`src/hdl/apec_cfg.svh`:
```
`ifndef APEC_CFG_SVH
`define APEC_CFG_SVH

// register byte addresses on the axi4-lite port
`define APEC_OFF_CONFIG     8'h00
`define APEC_OFF_STATUS     8'h04
`define APEC_OFF_IRQ_STAT   8'h08
`define APEC_OFF_IRQ_MASK   8'h0c
`define APEC_OFF_PIN        8'h10

// field positions in the configuration and status words
`define APEC_BIT_PIN_DIS    15
`define APEC_BIT_READY      4
`define APEC_BIT_DOUBLE     1
`define APEC_BIT_SINGLE     0

// reset values
`define APEC_CONFIG_RST     16'hffff
`define APEC_STATUS_RST     16'hffff
`define APEC_MASK_RST       3'h0

// axi responses
`define APEC_RESP_OKAY      2'h0
`define APEC_RESP_SLVERR    2'h2

`endif

```
`src/hdl/apec_pkg.sv`:
```
package apec_pkg;

    // one-cycle internal event pulses
    typedef struct packed {
        logic ready;
        logic double_err;
        logic single_err;
    } apec_events_t;

    // write channel handshake phases
    typedef enum logic [1:0] {
        APEC_WR_IDLE = 2'b00,
        APEC_WR_RESP = 2'b01
    } apec_wr_state_t;

    // open-drain alert pin, enable is active low
    typedef struct packed {
        logic out;
        logic oe_n;
    } apec_pin_t;

endpackage

```
`src/hdl/apec_event_detect.sv`:
```
`timescale 1ns/1ps
`default_nettype none
module apec_event_detect
    import apec_pkg::*;
(
    input  wire logic         ref_clk_i,
    input  wire logic         arst_n_i,
    input  wire logic         ready_busy_n_i,
    input  wire logic         ecc_double_i,
    input  wire logic         ecc_single_i,
    output apec_events_t      events_o
);

    typedef struct packed {
        logic [2:0]   sync1;
        logic [2:0]   sync2;
        logic [2:0]   last;
        apec_events_t ev;
    } apec_det_state_t;

    apec_det_state_t s_q;
    apec_det_state_t s_d;

    // two-stage synchroniser, then edge detect on the second stage only
    always_comb begin
        s_d       = s_q;
        s_d.sync1 = {ready_busy_n_i, ecc_double_i, ecc_single_i};
        s_d.sync2 = s_q.sync1;
        s_d.last  = s_q.sync2;
        s_d.ev.ready      = s_q.sync2[2] & ~s_q.last[2]; // busy to ready rise
        s_d.ev.double_err = s_q.sync2[1] & ~s_q.last[1];
        s_d.ev.single_err = s_q.sync2[0] & ~s_q.last[0];
    end

    // state register; ready line resets high so no false edge at start
    always_ff @(posedge ref_clk_i or negedge arst_n_i) begin
        if (!arst_n_i) begin
            s_q <= '{sync1: 3'h4, sync2: 3'h4, last: 3'h4, ev: 3'h0};
        end else begin
            s_q <= s_d;
        end
    end

    assign events_o = s_q.ev;

endmodule
`default_nettype wire

```
`src/hdl/apec_alert_top.sv`:
```
// What this block does
// - The alert output is open drain and signals only that a selected internal event happened.
// - An enabled event drives the alert pin from high to low, and the config register picks the events.
// - Config bit 15 at zero enables the alert pin and at one disables it whatever the selects say.
// - Config bit 4 at zero lets a busy-to-ready transition pull the alert low, at one it is ignored.
// - Config bit 1 at zero lets a double-bit ecc detection pull the alert low, at one it is ignored.
// - Config bit 0 at zero lets a single-bit ecc correction pull the alert low, at one it is ignored.
// - A status register keeps active-low flags at bits 4, 1 and 0 for events since the host cleared it.
`timescale 1ns/1ps
`default_nettype none
`include "apec_cfg.svh"
module apec_alert_top
    import apec_pkg::*;
(
    input  wire logic         ref_clk_i,
    input  wire logic         arst_n_i,
    input  wire logic         ready_busy_n_i,
    input  wire logic         ecc_double_i,
    input  wire logic         ecc_single_i,
    input  wire logic         alert_n_i,
    output logic              alert_n_o,
    output logic              alert_n_oe_n_o,
    output logic              irq_o,
    input  wire logic [7:0]   s_axi_awaddr,
    input  wire logic         s_axi_awvalid,
    output logic              s_axi_awready,
    input  wire logic [31:0]  s_axi_wdata,
    input  wire logic [3:0]   s_axi_wstrb,
    input  wire logic         s_axi_wvalid,
    output logic              s_axi_wready,
    output logic [1:0]        s_axi_bresp,
    output logic              s_axi_bvalid,
    input  wire logic         s_axi_bready,
    input  wire logic [7:0]   s_axi_araddr,
    input  wire logic         s_axi_arvalid,
    output logic              s_axi_arready,
    output logic [31:0]       s_axi_rdata,
    output logic [1:0]        s_axi_rresp,
    output logic              s_axi_rvalid,
    input  wire logic         s_axi_rready
);

    typedef struct packed {
        logic [15:0]    config_r;
        logic [15:0]    status_r;
        logic [2:0]     irq_stat;
        logic [2:0]     irq_mask;
        logic [1:0]     pin_sync;
        apec_wr_state_t wr_st;
        logic           aw_have;
        logic           w_have;
        logic [7:0]     aw_addr;
        logic [31:0]    w_data;
        logic [3:0]     w_strb;
        logic [1:0]     bresp;
        logic           rvalid;
        logic [31:0]    rdata;
        logic [1:0]     rresp;
        apec_pin_t      pin;
        logic           irq;
        logic           aw_rdy;
        logic           w_rdy;
        logic           bvalid;
        logic           ar_rdy;
    } apec_state_t;

    apec_state_t  s_q;
    apec_state_t  s_d;
    apec_events_t ev;

    // synchronised edge pulses of the internal event lines
    apec_event_detect u_detect (
        .ref_clk_i      (ref_clk_i),
        .arst_n_i       (arst_n_i),
        .ready_busy_n_i (ready_busy_n_i),
        .ecc_double_i   (ecc_double_i),
        .ecc_single_i   (ecc_single_i),
        .events_o       (ev)
    );

    // merge a 16-bit register with a write under byte strobes
    function automatic logic [15:0] merge16(input logic [15:0] old, input logic [31:0] wd, input logic [3:0] st);
        merge16 = old;
        if (st[0]) begin
            merge16[7:0] = wd[7:0];
        end
        if (st[1]) begin
            merge16[15:8] = wd[15:8];
        end
    endfunction

    // pick the three event bits out of their status layout positions
    function automatic logic [2:0] sel3(input logic [15:0] r);
        sel3 = {r[`APEC_BIT_READY], r[`APEC_BIT_DOUBLE], r[`APEC_BIT_SINGLE]};
    endfunction

    logic [2:0] ev_vec;
    logic [2:0] enabled_n;
    logic       wr_fire;
    logic       rd_fire;
    logic       pending;

    assign ev_vec = {ev.ready, ev.double_err, ev.single_err};

    always_comb begin
        s_d       = s_q;
        enabled_n = sel3(s_q.config_r);
        wr_fire   = 1'b0;
        rd_fire   = 1'b0;
        pending   = 1'b0;
        s_d.pin_sync = {s_q.pin_sync[0], alert_n_i};

        // write channel: address and data in either order, then response
        if (s_q.wr_st == APEC_WR_IDLE) begin
            if (s_axi_awvalid && !s_q.aw_have) begin
                s_d.aw_have = 1'b1;
                s_d.aw_addr = s_axi_awaddr;
            end
            if (s_axi_wvalid && !s_q.w_have) begin
                s_d.w_have = 1'b1;
                s_d.w_data = s_axi_wdata;
                s_d.w_strb = s_axi_wstrb;
            end
            if (s_d.aw_have && s_d.w_have) begin
                wr_fire   = 1'b1;
                s_d.wr_st = APEC_WR_RESP;
                s_d.aw_have = 1'b0;
                s_d.w_have  = 1'b0;
                s_d.bresp   = `APEC_RESP_OKAY;
            end
        end else if (s_axi_bready) begin
            s_d.wr_st = APEC_WR_IDLE;
        end

        // register writes; writing a zero status bit back to one clears it
        if (wr_fire) begin
            case (s_d.aw_addr)
                `APEC_OFF_CONFIG: begin
                    s_d.config_r = merge16(s_q.config_r, s_d.w_data, s_d.w_strb);
                end
                `APEC_OFF_STATUS: begin
                    s_d.status_r = s_q.status_r | merge16(16'h0000, s_d.w_data, s_d.w_strb);
                end
                `APEC_OFF_IRQ_MASK: begin
                    if (s_d.w_strb[0]) begin
                        s_d.irq_mask = s_d.w_data[2:0];
                    end
                end
                `APEC_OFF_IRQ_STAT, `APEC_OFF_PIN: begin
                    s_d.bresp = `APEC_RESP_OKAY;
                end
                default: begin
                    s_d.bresp = `APEC_RESP_SLVERR;
                end
            endcase
        end

        // read channel, one beat held until rready
        if (s_q.rvalid) begin
            if (s_axi_rready) begin
                s_d.rvalid = 1'b0;
            end
        end else if (s_axi_arvalid) begin
            rd_fire    = 1'b1;
            s_d.rvalid = 1'b1;
            s_d.rresp  = `APEC_RESP_OKAY;
            case (s_axi_araddr)
                `APEC_OFF_CONFIG:   s_d.rdata = {16'h0000, s_q.config_r};
                `APEC_OFF_STATUS:   s_d.rdata = {16'h0000, s_q.status_r};
                `APEC_OFF_IRQ_STAT: s_d.rdata = {29'h0, s_q.irq_stat};
                `APEC_OFF_IRQ_MASK: s_d.rdata = {29'h0, s_q.irq_mask};
                `APEC_OFF_PIN:      s_d.rdata = {30'h0, s_q.pin.oe_n, s_q.pin_sync[1]};
                default: begin
                    s_d.rdata = 32'h0000_0000;
                    s_d.rresp = `APEC_RESP_SLVERR;
                end
            endcase
        end

        // sticky interrupt bits; read clears, new event wins
        if (rd_fire && s_axi_araddr == `APEC_OFF_IRQ_STAT) begin
            s_d.irq_stat = 3'h0;
        end
        s_d.irq_stat = s_d.irq_stat | ev_vec;

        // status flags go low on an event; an event beats a clear
        s_d.status_r[`APEC_BIT_READY]  = s_d.status_r[`APEC_BIT_READY] & ~ev.ready;
        s_d.status_r[`APEC_BIT_DOUBLE] = s_d.status_r[`APEC_BIT_DOUBLE] & ~ev.double_err;
        s_d.status_r[`APEC_BIT_SINGLE] = s_d.status_r[`APEC_BIT_SINGLE] & ~ev.single_err;

        // pin pulls low while an enabled flag is still set
        pending = |(~sel3(s_q.status_r) & ~enabled_n);
        if (s_q.config_r[`APEC_BIT_PIN_DIS]) begin
            pending = 1'b0;
        end
        s_d.pin.out  = 1'b0;
        s_d.pin.oe_n = ~pending;

        s_d.irq = |(s_d.irq_stat & s_q.irq_mask);

        // handshake outputs registered from the next state so each port is a flop
        s_d.aw_rdy = (s_d.wr_st == APEC_WR_IDLE) && !s_d.aw_have;
        s_d.w_rdy  = (s_d.wr_st == APEC_WR_IDLE) && !s_d.w_have;
        s_d.bvalid = (s_d.wr_st == APEC_WR_RESP);
        s_d.ar_rdy = !s_d.rvalid;
    end

    // state register
    always_ff @(posedge ref_clk_i or negedge arst_n_i) begin
        if (!arst_n_i) begin
            s_q          <= '0;
            s_q.config_r <= `APEC_CONFIG_RST;
            s_q.status_r <= `APEC_STATUS_RST;
            s_q.irq_mask <= `APEC_MASK_RST;
            s_q.pin_sync <= 2'h3;
            s_q.pin.oe_n <= 1'b1;
            s_q.wr_st    <= APEC_WR_IDLE;
            s_q.aw_rdy   <= 1'b1;
            s_q.w_rdy    <= 1'b1;
            s_q.ar_rdy   <= 1'b1;
        end else begin
            s_q <= s_d;
        end
    end

    assign alert_n_o      = s_q.pin.out;
    assign alert_n_oe_n_o = s_q.pin.oe_n;
    assign irq_o          = s_q.irq;
    assign s_axi_awready  = s_q.aw_rdy;
    assign s_axi_wready   = s_q.w_rdy;
    assign s_axi_bvalid   = s_q.bvalid;
    assign s_axi_bresp    = s_q.bresp;
    assign s_axi_arready  = s_q.ar_rdy;
    assign s_axi_rvalid   = s_q.rvalid;
    assign s_axi_rdata    = s_q.rdata;
    assign s_axi_rresp    = s_q.rresp;

endmodule
`default_nettype wire

```
`config.mk`:
```
export PLATFORM = sky130hd
export DESIGN_NAME = apec_alert_top
export DESIGN_NICKNAME = d
export VERILOG_FILES = /design/src/hdl/apec_pkg.sv /design/src/hdl/apec_event_detect.sv /design/src/hdl/apec_alert_top.sv
export VERILOG_INCLUDE_DIRS = /design/src /design/src/hdl
export SDC_FILE = /design/constraint.sdc
export NUM_CORES = 1
export LEC_CHECK = 0
export ABC_AREA = 0
export BUFFER_PORTS_ARGS = -buffer_cell sky130_fd_sc_hd__clkbuf_2
export CAP_MARGIN = 10
export CORE_ASPECT_RATIO = 0.8
export CORE_MARGIN = 1
export CORE_UTILIZATION = 35
export CTS_BUF_LIST = sky130_fd_sc_hd__clkbuf_16
export DETAILED_ROUTE_END_ITERATION = 10
export GPL_TIMING_DRIVEN = 0
export PLACE_DENSITY_LB_ADDON = 0.2
export SYNTH_ARGS = -nofsm -noshare
export SYNTH_HDL_FRONTEND = slang
export SYNTH_SLANG_ARGS = --single-unit
```
`constraint.sdc`:
```
create_clock -name ref_clk_i -period 4.94 [get_ports ref_clk_i]
set_clock_uncertainty 0.15 [all_clocks]
set_input_delay 0.494 -clock ref_clk_i [delete_from_list [all_inputs] [get_ports ref_clk_i]]
set_output_delay 0.494 -clock ref_clk_i [all_outputs]
set_load 0.01 [all_outputs]
```
==> results of run 1 <==
-- per-layer routing --
metal | up-vias | part of all wire | GRT usage
li1 | 1374 | - | -
met1 | 1400 | 0.48 | 0.195
met2 | 69 | 0.46 | 0.223
met3 | 10 | 0.055 | 0.0533
met4 | 0 | 0.0097 | 0.0324
met5 | - | 0 | 0
-- sequential cells by signal, indices dropped and copies added, names as in the netlist, 2 cells and up --
register and count:
u_detect.events_o 3, u_detect.s_q 3, s_q 66, enabled_n 3, s_axi_bresp 2, s_axi_rdata 16
u_detect.s_d 6
-- power by group --
| group | switching, uW | internal, uW |
|---|---|---|
| clock | 314 | 597 |
| combinational | 311 | 268 |
| sequential | 82.0 | 1110 |
-- cell families (layout without fill, tap and decap cells) --
group / after synthesis / after routing / share of synthesized area
compound gates: 57 / 57 / 0.0859
mux: 64 / 64 / 0.154
simple gates: 63 / 63 / 0.0810
other cells: 1 / 18 / 0.000814
buf+inv: 60 / 144 / 0.0807
flops: 108 / 108 / 0.598
-- cells in the final DEF (no fill, tap or decap), types with 3 or more instances in the layout --
| master | n |
|---|---|
| conb_1 | 18 |
| nor3_1 | 3 |
| nor2b_1 | 6 |
| inv_1 | 13 |
| a21oi_1 | 5 |
| buf_4 | 37 |
| o21bai_1 | 9 |
| mux2i_1 | 19 |
| nor2_1 | 16 |
| bufinv_16 | 5 |
| nand2b_1 | 3 |
| dfstp_2 | 41 |
| clkbuf_1 | 7 |
| a21o_1 | 3 |
| a41o_1 | 5 |
| nand2_1 | 20 |
| o21ai_0 | 20 |
| dfrtp_1 | 67 |
| a41oi_1 | 3 |
| clkbuf_16 | 9 |
| mux2_2 | 43 |
| clkbuf_2 | 67 |
-- worst max-delay path: cells and delay by family, from the launching register on --
kind	cells	cell delay, ns
compound gates	1	0.31
buf+inv	1	0.21
mux	1	0.39
simple gates	3	1.55
flops	1	0.43
-- through the flow --
stage / hold slack (ns) / worst slack, ns / power (uW) / area (um2) / util
final: 0.0797 / 1.80 / 2680 / 5630 / 0.439
after global routing: 0.0537 / 1.62 / 2840 / 5630 / 0.439
after CTS: 0.0665 / 1.73 / 2720 / 5630 / 0.439
after detailed placement: 0.186 / 1.65 / 1800 / 5240 / 0.408
after global placement: 0.187 / 1.75 / 1770 / 5230 / 0.408
after floorplan: 0.0484 / 2.27 / 1610 / 4670 / -
-- worst min-delay path by stage --
stage	startpoint	endpoint	cells after the start	slack, ns
4_1_cts	ready_busy_n_i	u_detect.s_d[8]$_DFF_PN1_	1	0.07
5_1_grt	ready_busy_n_i	u_detect.s_d[8]$_DFF_PN1_	1	0.05
2_1_floorplan	arst_n_i	irq_o$_DFF_PN0_	0	0.05
3_3_place_gp	u_detect.s_d[6]$_DFF_PN0_	u_detect.s_d[3]$_DFF_PN0_	0	0.19
3_5_place_dp	u_detect.s_d[6]$_DFF_PN0_	u_detect.s_d[3]$_DFF_PN0_	0	0.19
6_report	ready_busy_n_i	u_detect.s_d[8]$_DFF_PN1_	1	0.08
-- layout make-up --
class,count,area (um2),area share
clock inverter,7,163,0.0289
buffer,47,323,0.0574
timing repair buffer,68,349,0.0621
inverter,13,48.8,0.00867
tap,175,219,0.0389
clock buffer,9,225,0.0400
multi-input combinational,202,1540,0.274
sequential,108,2750,0.490
==> metrics.txt, run 1 <==
via/cell ratio between 4 and 5; Ys Warns 0; most numerous cell in the Yosys netlist dfrtp_1; FF+latch count, synth 108; Synth area leader dfrtp_1; Syn-to-layout area delta 22.1%; initial antenna violation count 0; maximum fanout along the worst path 10; vias in the first global route 2875; top post-synthesis cells by area dfrtp_1, dfstp_2, mux2_2, buf_4, mux2i_1; Die Width 130 um; Hold-fix buffers, CTS 0; Peak supply drop 0.000186 V; static leakage 0.00268 uW; final hold viol count 0; status finished, final reports clean; class of the worst hold path primary input to flip-flop; Tightest Pin Transition 1.02 ns; critical path type flip-flop to flip-flop; critical path launch point type flip-flop; Congestion Overflow GR 0; pin count of the biggest net entering global routing 109; CP Data Arrival Time approximately 3.3 ns; post-DP HPWL 6.09 mm; CP Cell Sequence nor4b_2, buf_6, mux2_2, nor4b_4, nand3_1, o21bai_1; Placed Cells 613; worst-skew pair later-pin latency 0.34 ns; R2R Path Start s_q[91]$_DFF_PN0_; Reg clk slew, reported paths 0.07 ns; Setup TNS 0 ns; share of layout cells above drive strength 1 0.471; post_cts resized 0; Clock Path Buffers 2; Die Ht 105 um; root buffer cell clkbuf_16; core area between 10000 and 15000 um2; Critical-path top delay cell nor4b_4; Async SR Flop Fraction 1.00; crit path capture s_q[110]$_DFFE_PN1P_; PD cells 477 nW/um2; IO Pins 107; Main synth FF type dfrtp_1; Initial Util 0.359; first-pass GRT wire length 14.8 mm; Post-CTS Setup Bufs 0; Num CTS Buffers 9; # setup viols final 0; final non-filler cell total 629; register area share after synthesis 0.598; CTS tree yes; FF-to-FF End s_q[110]$_DFFE_PN1P_; Routed Wire Length 8.90 mm; DR WL/cell 14.1 um; Pre-Repair DR Iteration Count 6; post-synth top area share 0.364; fin. max-slew vios 0; Site Rows 37; Setup crit start s_q[91]$_DFF_PN0_; remaining routing DRC violations 0; Die Area 13600 um2; r2r setup slk ~1.8 ns; RSZ-0062 raised after global routing no; Synth Instances 353; commonest cells in the synthesized netlist dfrtp_1, mux2_2, dfstp_2; period utilization 0.636; R2R cell count 6; H-tree lvl count 3; post-layout min period 3.14 ns; Max-slew headroom 0.302; Distinct cells, synth 42; Crit path required time 5.05 ns; Layout Nets 512; fill count 1213; Via Count 2853; upper clock frequency limit 318 MHz; DRT iter0 DRCs between 100 and 150; post-route ant nets 0; Worst Setup End Kind flip-flop; RePlAce Congestion ~0.76; Mapped Area 4610 um2; Tot GR Track Use 0.145; antenna diode count 0; average cell area after synthesis 13.0 um2; EDFF count, synth 0; CP peak stage delay between 0.6 and 0.7 ns; clock sinks 108; port buffer count 68; max cap viols 0
Power figures use the tool's default switching activity.
==> run 2, diff against run 1 <==
Clock period 4.94 ns to 2.78 ns, I/O delays scaled along.
==> run 2 against run 1 <==
  * Count of clock-buffer cells in the layout did not move
  * First-iteration DRC count rose by 15%
  * Utilization rose by 1.5 points
  * Non-clock buffer count rose by 15
  * Sequential power rose by 78%
  * Critical path depth rose by 1
  * Via count rose by 2.2%
  * Power rose by 81%
  * Critical path type unchanged
==> metrics.txt, run 2 (synthesized netlist as in run 1, its figures left out) <==
critical path launch point type flip-flop; max cap viols 0; worst-skew pair later-pin latency 0.34 ns; Crit path required time ~2.9 ns; pin count of the biggest net entering global routing 109; RePlAce Congestion 0.757; first-pass GRT wire length 14.9 mm; Cell Int Power 3560 uW; IO Pins 107; GRT busiest layer met2; Final Core Density 0.453; Seq. cell area 2760 um2; post-layout min period 2.70 ns; PD cells between 800 and 900 nW/um2; fill count 1195; FF-to-FF End s_q[128]$_DFFE_PN1P_; combinational fraction of design power 0.226; GR met3 Demand/Resource 0.0533; Tightest Pin Transition ~0.85 ns; root buffer cell clkbuf_16; CTS tree yes; antenna diode count 0; initial antenna violation count 0; Via Count 2917; Die Width 130 um; clock sinks between 100 and 150; Clock Path Buffers 2; Die Area between 10000 and 15000 um2; Routed Wire Length between 9 and 10 mm; dpl cell area 5240 um2; Worst Setup End Kind flip-flop; post-route ant nets 0; clock share of power 0.335; number of flip-flops in the largest register 66; remaining routing DRC violations 0; hold path startpoint s_axi_awaddr[6]; via/cell ratio about 4.5; critical path type flip-flop to flip-flop; H-tree lvl count 3; CP Data Arrival Time 2.82 ns; most common cell after layout, fill and taps aside clkbuf_2; Die Ht roughly 100 um; Reg clk slew, reported paths 0.07 ns; vias in the first global route 2914; Max-slew headroom 0.434; Tot GR Track Use 0.147; Layout Nets about 530; DRT iter0 DRCs ~140; port buffer count between 60 and 70; upper clock frequency limit ~370 MHz; R2R Path Start s_q[91]$_DFF_PN0_; Seq pwr share 0.439; fin area 5810 um2; Site Rows 37; share of layout cells above drive strength 1 0.482; Num CTS Buffers 9; Multi-input gate area 1570 um2; Peak supply drop 0.000330 V; period utilization 0.970; fin. max-slew vios 0; sw frac 0.265; class of the worst hold path primary input to flip-flop; Initial Util 0.359; status finished, final reports clean; WHS 0.0332 ns; NetSw 1290 uW; # setup viols final 0; static leakage 0.00276 uW; post-DP HPWL 6.09 mm; DR WL/cell 14.0 um; Hold EP s_q[86]$_DFF_PN0_; maximum fanout along the worst path 8; Congestion Overflow GR 0; R2R cell count 7; Hold Path Depth 2; Most flops, register s_q; core area between 10000 and 15000 um2; commonest non-fill, non-tap cells in the layout clkbuf_2, dfrtp_1, buf_4, mux2_2, dfstp_2; final hold viol count 0; r2r setup slk about 0.083 ns; Syn-to-layout area delta 26.2%; Pre-Repair DR Iteration Count 6; M2 GR Usage 0.226; met1 usage 0.196; RSZ-0062 raised after global routing no
==> run 2: cell count changes in the layout (fill, tap and decap cells not counted), sizes merged <==
cell,change
buf,+8
dlygate4sd3,+7
==> run 2: power groups by stage <==
stage                     clock network [uW]  registers (uW)  logic (uW)
after floorplan                            0            2130         734
after global placement                     0            2140        1010
after detailed placement                   0            2150        1040
after CTS                               1670            2130        1070
after global routing                    1740            2170        1210
final                                   1620            2120        1100
==> run 2: through the flow <==
stage	power, uW	TNS [ns]	instances	setup slack (ns)
global placement	3150	-16.90	613	-0.314
global route	5120	0	644	0.00275
CTS	4860	0	640	0.0194
finish	4840	0	644	0.0832
detailed placement	3190	-7.83	613	-0.393
floorplan	2860	0	370	0.109
==> run 2: area by class of cell <==
cell class	instances	share of cell area
Sequential cell	108	0.474
Inverter	13	0.00839
Clock inverter	7	0.0280
Timing Repair Buffer	83	0.0867
Multi-Input combinational cell	202	0.271
Clock buffer	9	0.0387
Buffer	47	0.0557
Tap cell	175	0.0377
==> run 2: repair_timing <==
| action | 4_1_cts | 5_1_grt |
|---|---|---|
| hold endpoints to repair | 74 | 0 |
| hold buffers | 7 | 0 |
| setup buffers | 4 | 4 |
| pin swaps | 3 | 3 |
| gates resized for setup | 4 | 3 |
| setup endpoints to repair | 27 | 16 |
==> run 2: layer usage <==
metal  wire length (um)  vias to the layer above
met5                  0                        -
li1                   -                     1402
met1               4350                     1443
met2               4120                       62
met3                481                       10
met4                 86                        0
==> run 2: worst max path at each step <==
stage | start | end | slack (ns)
floorplan | s_q[91]$_DFF_PN0_ | enabled_n[0]$_DFFE_PN1P_ | 0.11
global placement | s_q[91]$_DFF_PN0_ | s_q[113]$_DFFE_PN1P_ | -0.31
detailed placement | s_q[91]$_DFF_PN0_ | s_q[114]$_DFFE_PN1P_ | -0.39
CTS | s_q[91]$_DFF_PN0_ | s_q[131]$_DFFE_PN1P_ | 0.02
global route | s_q[91]$_DFF_PN0_ | s_q[127]$_DFFE_PN1P_ | 0.003
finish | s_q[91]$_DFF_PN0_ | s_q[128]$_DFFE_PN1P_ | 0.08
==> run 2: critical path, stage by stage (launching register included) <==
cell and delay (ns):
dfrtp_2 0.45, nor4b_4 0.36, buf_6 0.18, mux2_4 0.33
or3_4 0.41, nor3b_4 0.24, buf_12 0.16, mux2_2 0.33
==> run 3, diff against run 2 <==
Settings changed: CORE_UTILIZATION 35 to 40.
==> run 3 against run 2 <==
  * Routed wire length shrank 3.9%
  * Largest cell class unchanged
  * Sequential power is essentially flat
  * Setup slack gained 0.059 ns
  * Critical path type unchanged
  * Register-to-register slack gained 0.06 ns
  * Cell count shrank 4.0%
==> metrics.txt, run 3 (synthesized netlist as in run 1, its figures left out) <==
cell family with most CP delay simple AND/OR/NAND/NOR gates; Tot GR Track Use 0.157; Initial Util 0.418; combinational fraction of design power 0.240; port buffer count 68; number of flip-flops in the largest register 66; pin count of the biggest net entering global routing between 100 and 150; class of the worst hold path primary input to flip-flop; NetSw roughly 1300 uW; sw frac 0.290; post-route ant nets 0; Critical-path top delay cell dfrtp_2; Seq pwr share 0.469; clock share of power 0.291; via/cell ratio 4.65; Layout Nets roughly 530; share of layout cells above drive strength 1 0.487; PD cells 794 nW/um2; # setup viols final 0; fill count 997; root buffer cell clkbuf_16; IO Pins 107; initial antenna violation count 0; Worst Setup End Kind flip-flop; post-route setup slack 0.142 ns; Syn-to-layout area delta 23.9%; Clock Path Buffers 2; status finished, final reports clean; vias in the first global route 2889; Reg clk slew, reported paths 0.07 ns; upper clock frequency limit 379 MHz; post-layout min period roughly 2.6 ns; Seq. cell area ~2800 um2; Post-Place Worst Slack -0.280 ns; Cell Int Power 3220 uW; worst-skew pair later-pin latency 0.35 ns; Tightest Pin Transition 0.852 ns; clock sinks between 100 and 150; CP Cell Sequence nor4b_4, buf_6, mux2_4, or3_4, nor3b_4, buf_12, mux2_2; first-pass GRT wire length 14.5 mm; remaining routing DRC violations 0; critical path launch point type flip-flop; Max-slew headroom 0.432; fin. max-slew vios 0; CP peak stage delay ~0.45 ns; Via Count 2876; most common cell after layout, fill and taps aside clkbuf_2; Die Ht 98.0 um; Routed Wire Length 8.68 mm; DRT iter0 DRCs 108; post-DP HPWL approximately 5.8 mm; WP buf/inv 2; max cap viols 0; Congestion Overflow GR 0; CP Data Arrival Time 2.77 ns; period utilization 0.949; H-tree lvl count 3; final hold viol count 0; critical path type flip-flop to flip-flop; Peak supply drop 0.000417 V; Pre-Repair DR Iteration Count 6; Die Area about 12000 um2; WHS roughly 0.029 ns; commonest non-fill, non-tap cells in the layout clkbuf_2, dfrtp_1, buf_4, mux2_2, dfstp_2; core area 11000 um2; maximum fanout along the worst path 8; Multi-input gate area 1570 um2; Num CTS Buffers 9; Die Width around 120 um; DR WL/cell 14.1 um; Crit path required time 2.91 ns; Most flops, register s_q; antenna diode count 0; static leakage 0.00275 uW; Site Rows 34; RePlAce Congestion 0.778; RSZ-0062 raised after global routing no; CTS tree yes
run 3: cell types whose count changed in the layout (fill, tap and decap cells not counted), sizes merged:
| cell | before | now |
|---|---|---|
| buf | 48 | 53 |
| bufinv | 5 | 1 |
| clkinv | 2 | 3 |
| inv | 13 | 16 |
run 3: cell type report:
type / instances / share of cell area
Tap cell: 144 / 0.0316
Sequential cell: 108 / 0.483
Inverter: 13 / 0.00855
Multi-Input combinational cell: 202 / 0.274
Clock buffer: 9 / 0.0395
Timing Repair Buffer: 88 / 0.0927
Buffer: 47 / 0.0566
Clock inverter: 7 / 0.0142
run 3: final timing paths:
check                      cells after the start                       from  slack (ns)                         to
max reg2reg                                    7          s_q[91]$_DFF_PN0_        0.14       s_q[128]$_DFFE_PN1P_
max in group asynchronous                      2                   arst_n_i        1.39          s_q[91]$_DFF_PN0_
min                                            2            s_axi_awaddr[1]        0.03          s_q[81]$_DFF_PN0_
min in group asynchronous                      2                   arst_n_i        0.44          s_q[49]$_DFF_PN0_
min reg2reg                                    0  u_detect.s_d[7]$_DFF_PN0_        0.20  u_detect.s_d[4]$_DFF_PN0_
max                                            7          s_q[91]$_DFF_PN0_        0.14       s_q[128]$_DFFE_PN1P_
run 3: per-layer routing:
metal | part of all wire | track usage | up-vias
met1 | 0.50 | 0.216 | 1397
met4 | 0.013 | 0.0541 | 0
li1 | - | - | 1407
met3 | 0.043 | 0.0409 | 8
met5 | 0 | 0 | -
met2 | 0.45 | 0.241 | 64
run 3: power by group through the flow:
| stage | clock network [uW] | logic (uW) | registers, uW |
|---|---|---|---|
| 2_1_floorplan | 0 | 734 | 2130 |
| 3_3_place_gp | 0 | 1000 | 2140 |
| 5_1_grt | 1420 | 1210 | 2170 |
| 3_5_place_dp | 0 | 1020 | 2150 |
| 6_report | 1320 | 1090 | 2130 |
| 4_1_cts | 1350 | 1050 | 2130 |
run 3: metrics by stage:
| stage | util | cell area (um2) | setup TNS [ns] | cells | power [uW] |
|---|---|---|---|---|---|
| after CTS | 0.513 | 5650 | 0 | 612 | 4530 |
| final | 0.518 | 5710 | 0 | 618 | 4530 |
| after floorplan | - | 4670 | 0 | 370 | 2860 |
| after global placement | 0.471 | 5190 | -15.90 | 582 | 3140 |
| after global routing | 0.518 | 5710 | 0 | 618 | 4790 |
| after detailed placement | 0.472 | 5200 | -5.64 | 582 | 3170 |
run 3: timing repair:
item,4_1_cts,5_1_grt
cloned,0,0
pin swaps,3,3
hold buffers,7,0
buffers inserted,7,6
resized for setup,2,3
setup endpoints to repair,27,27
hold endpoints to repair,74,0
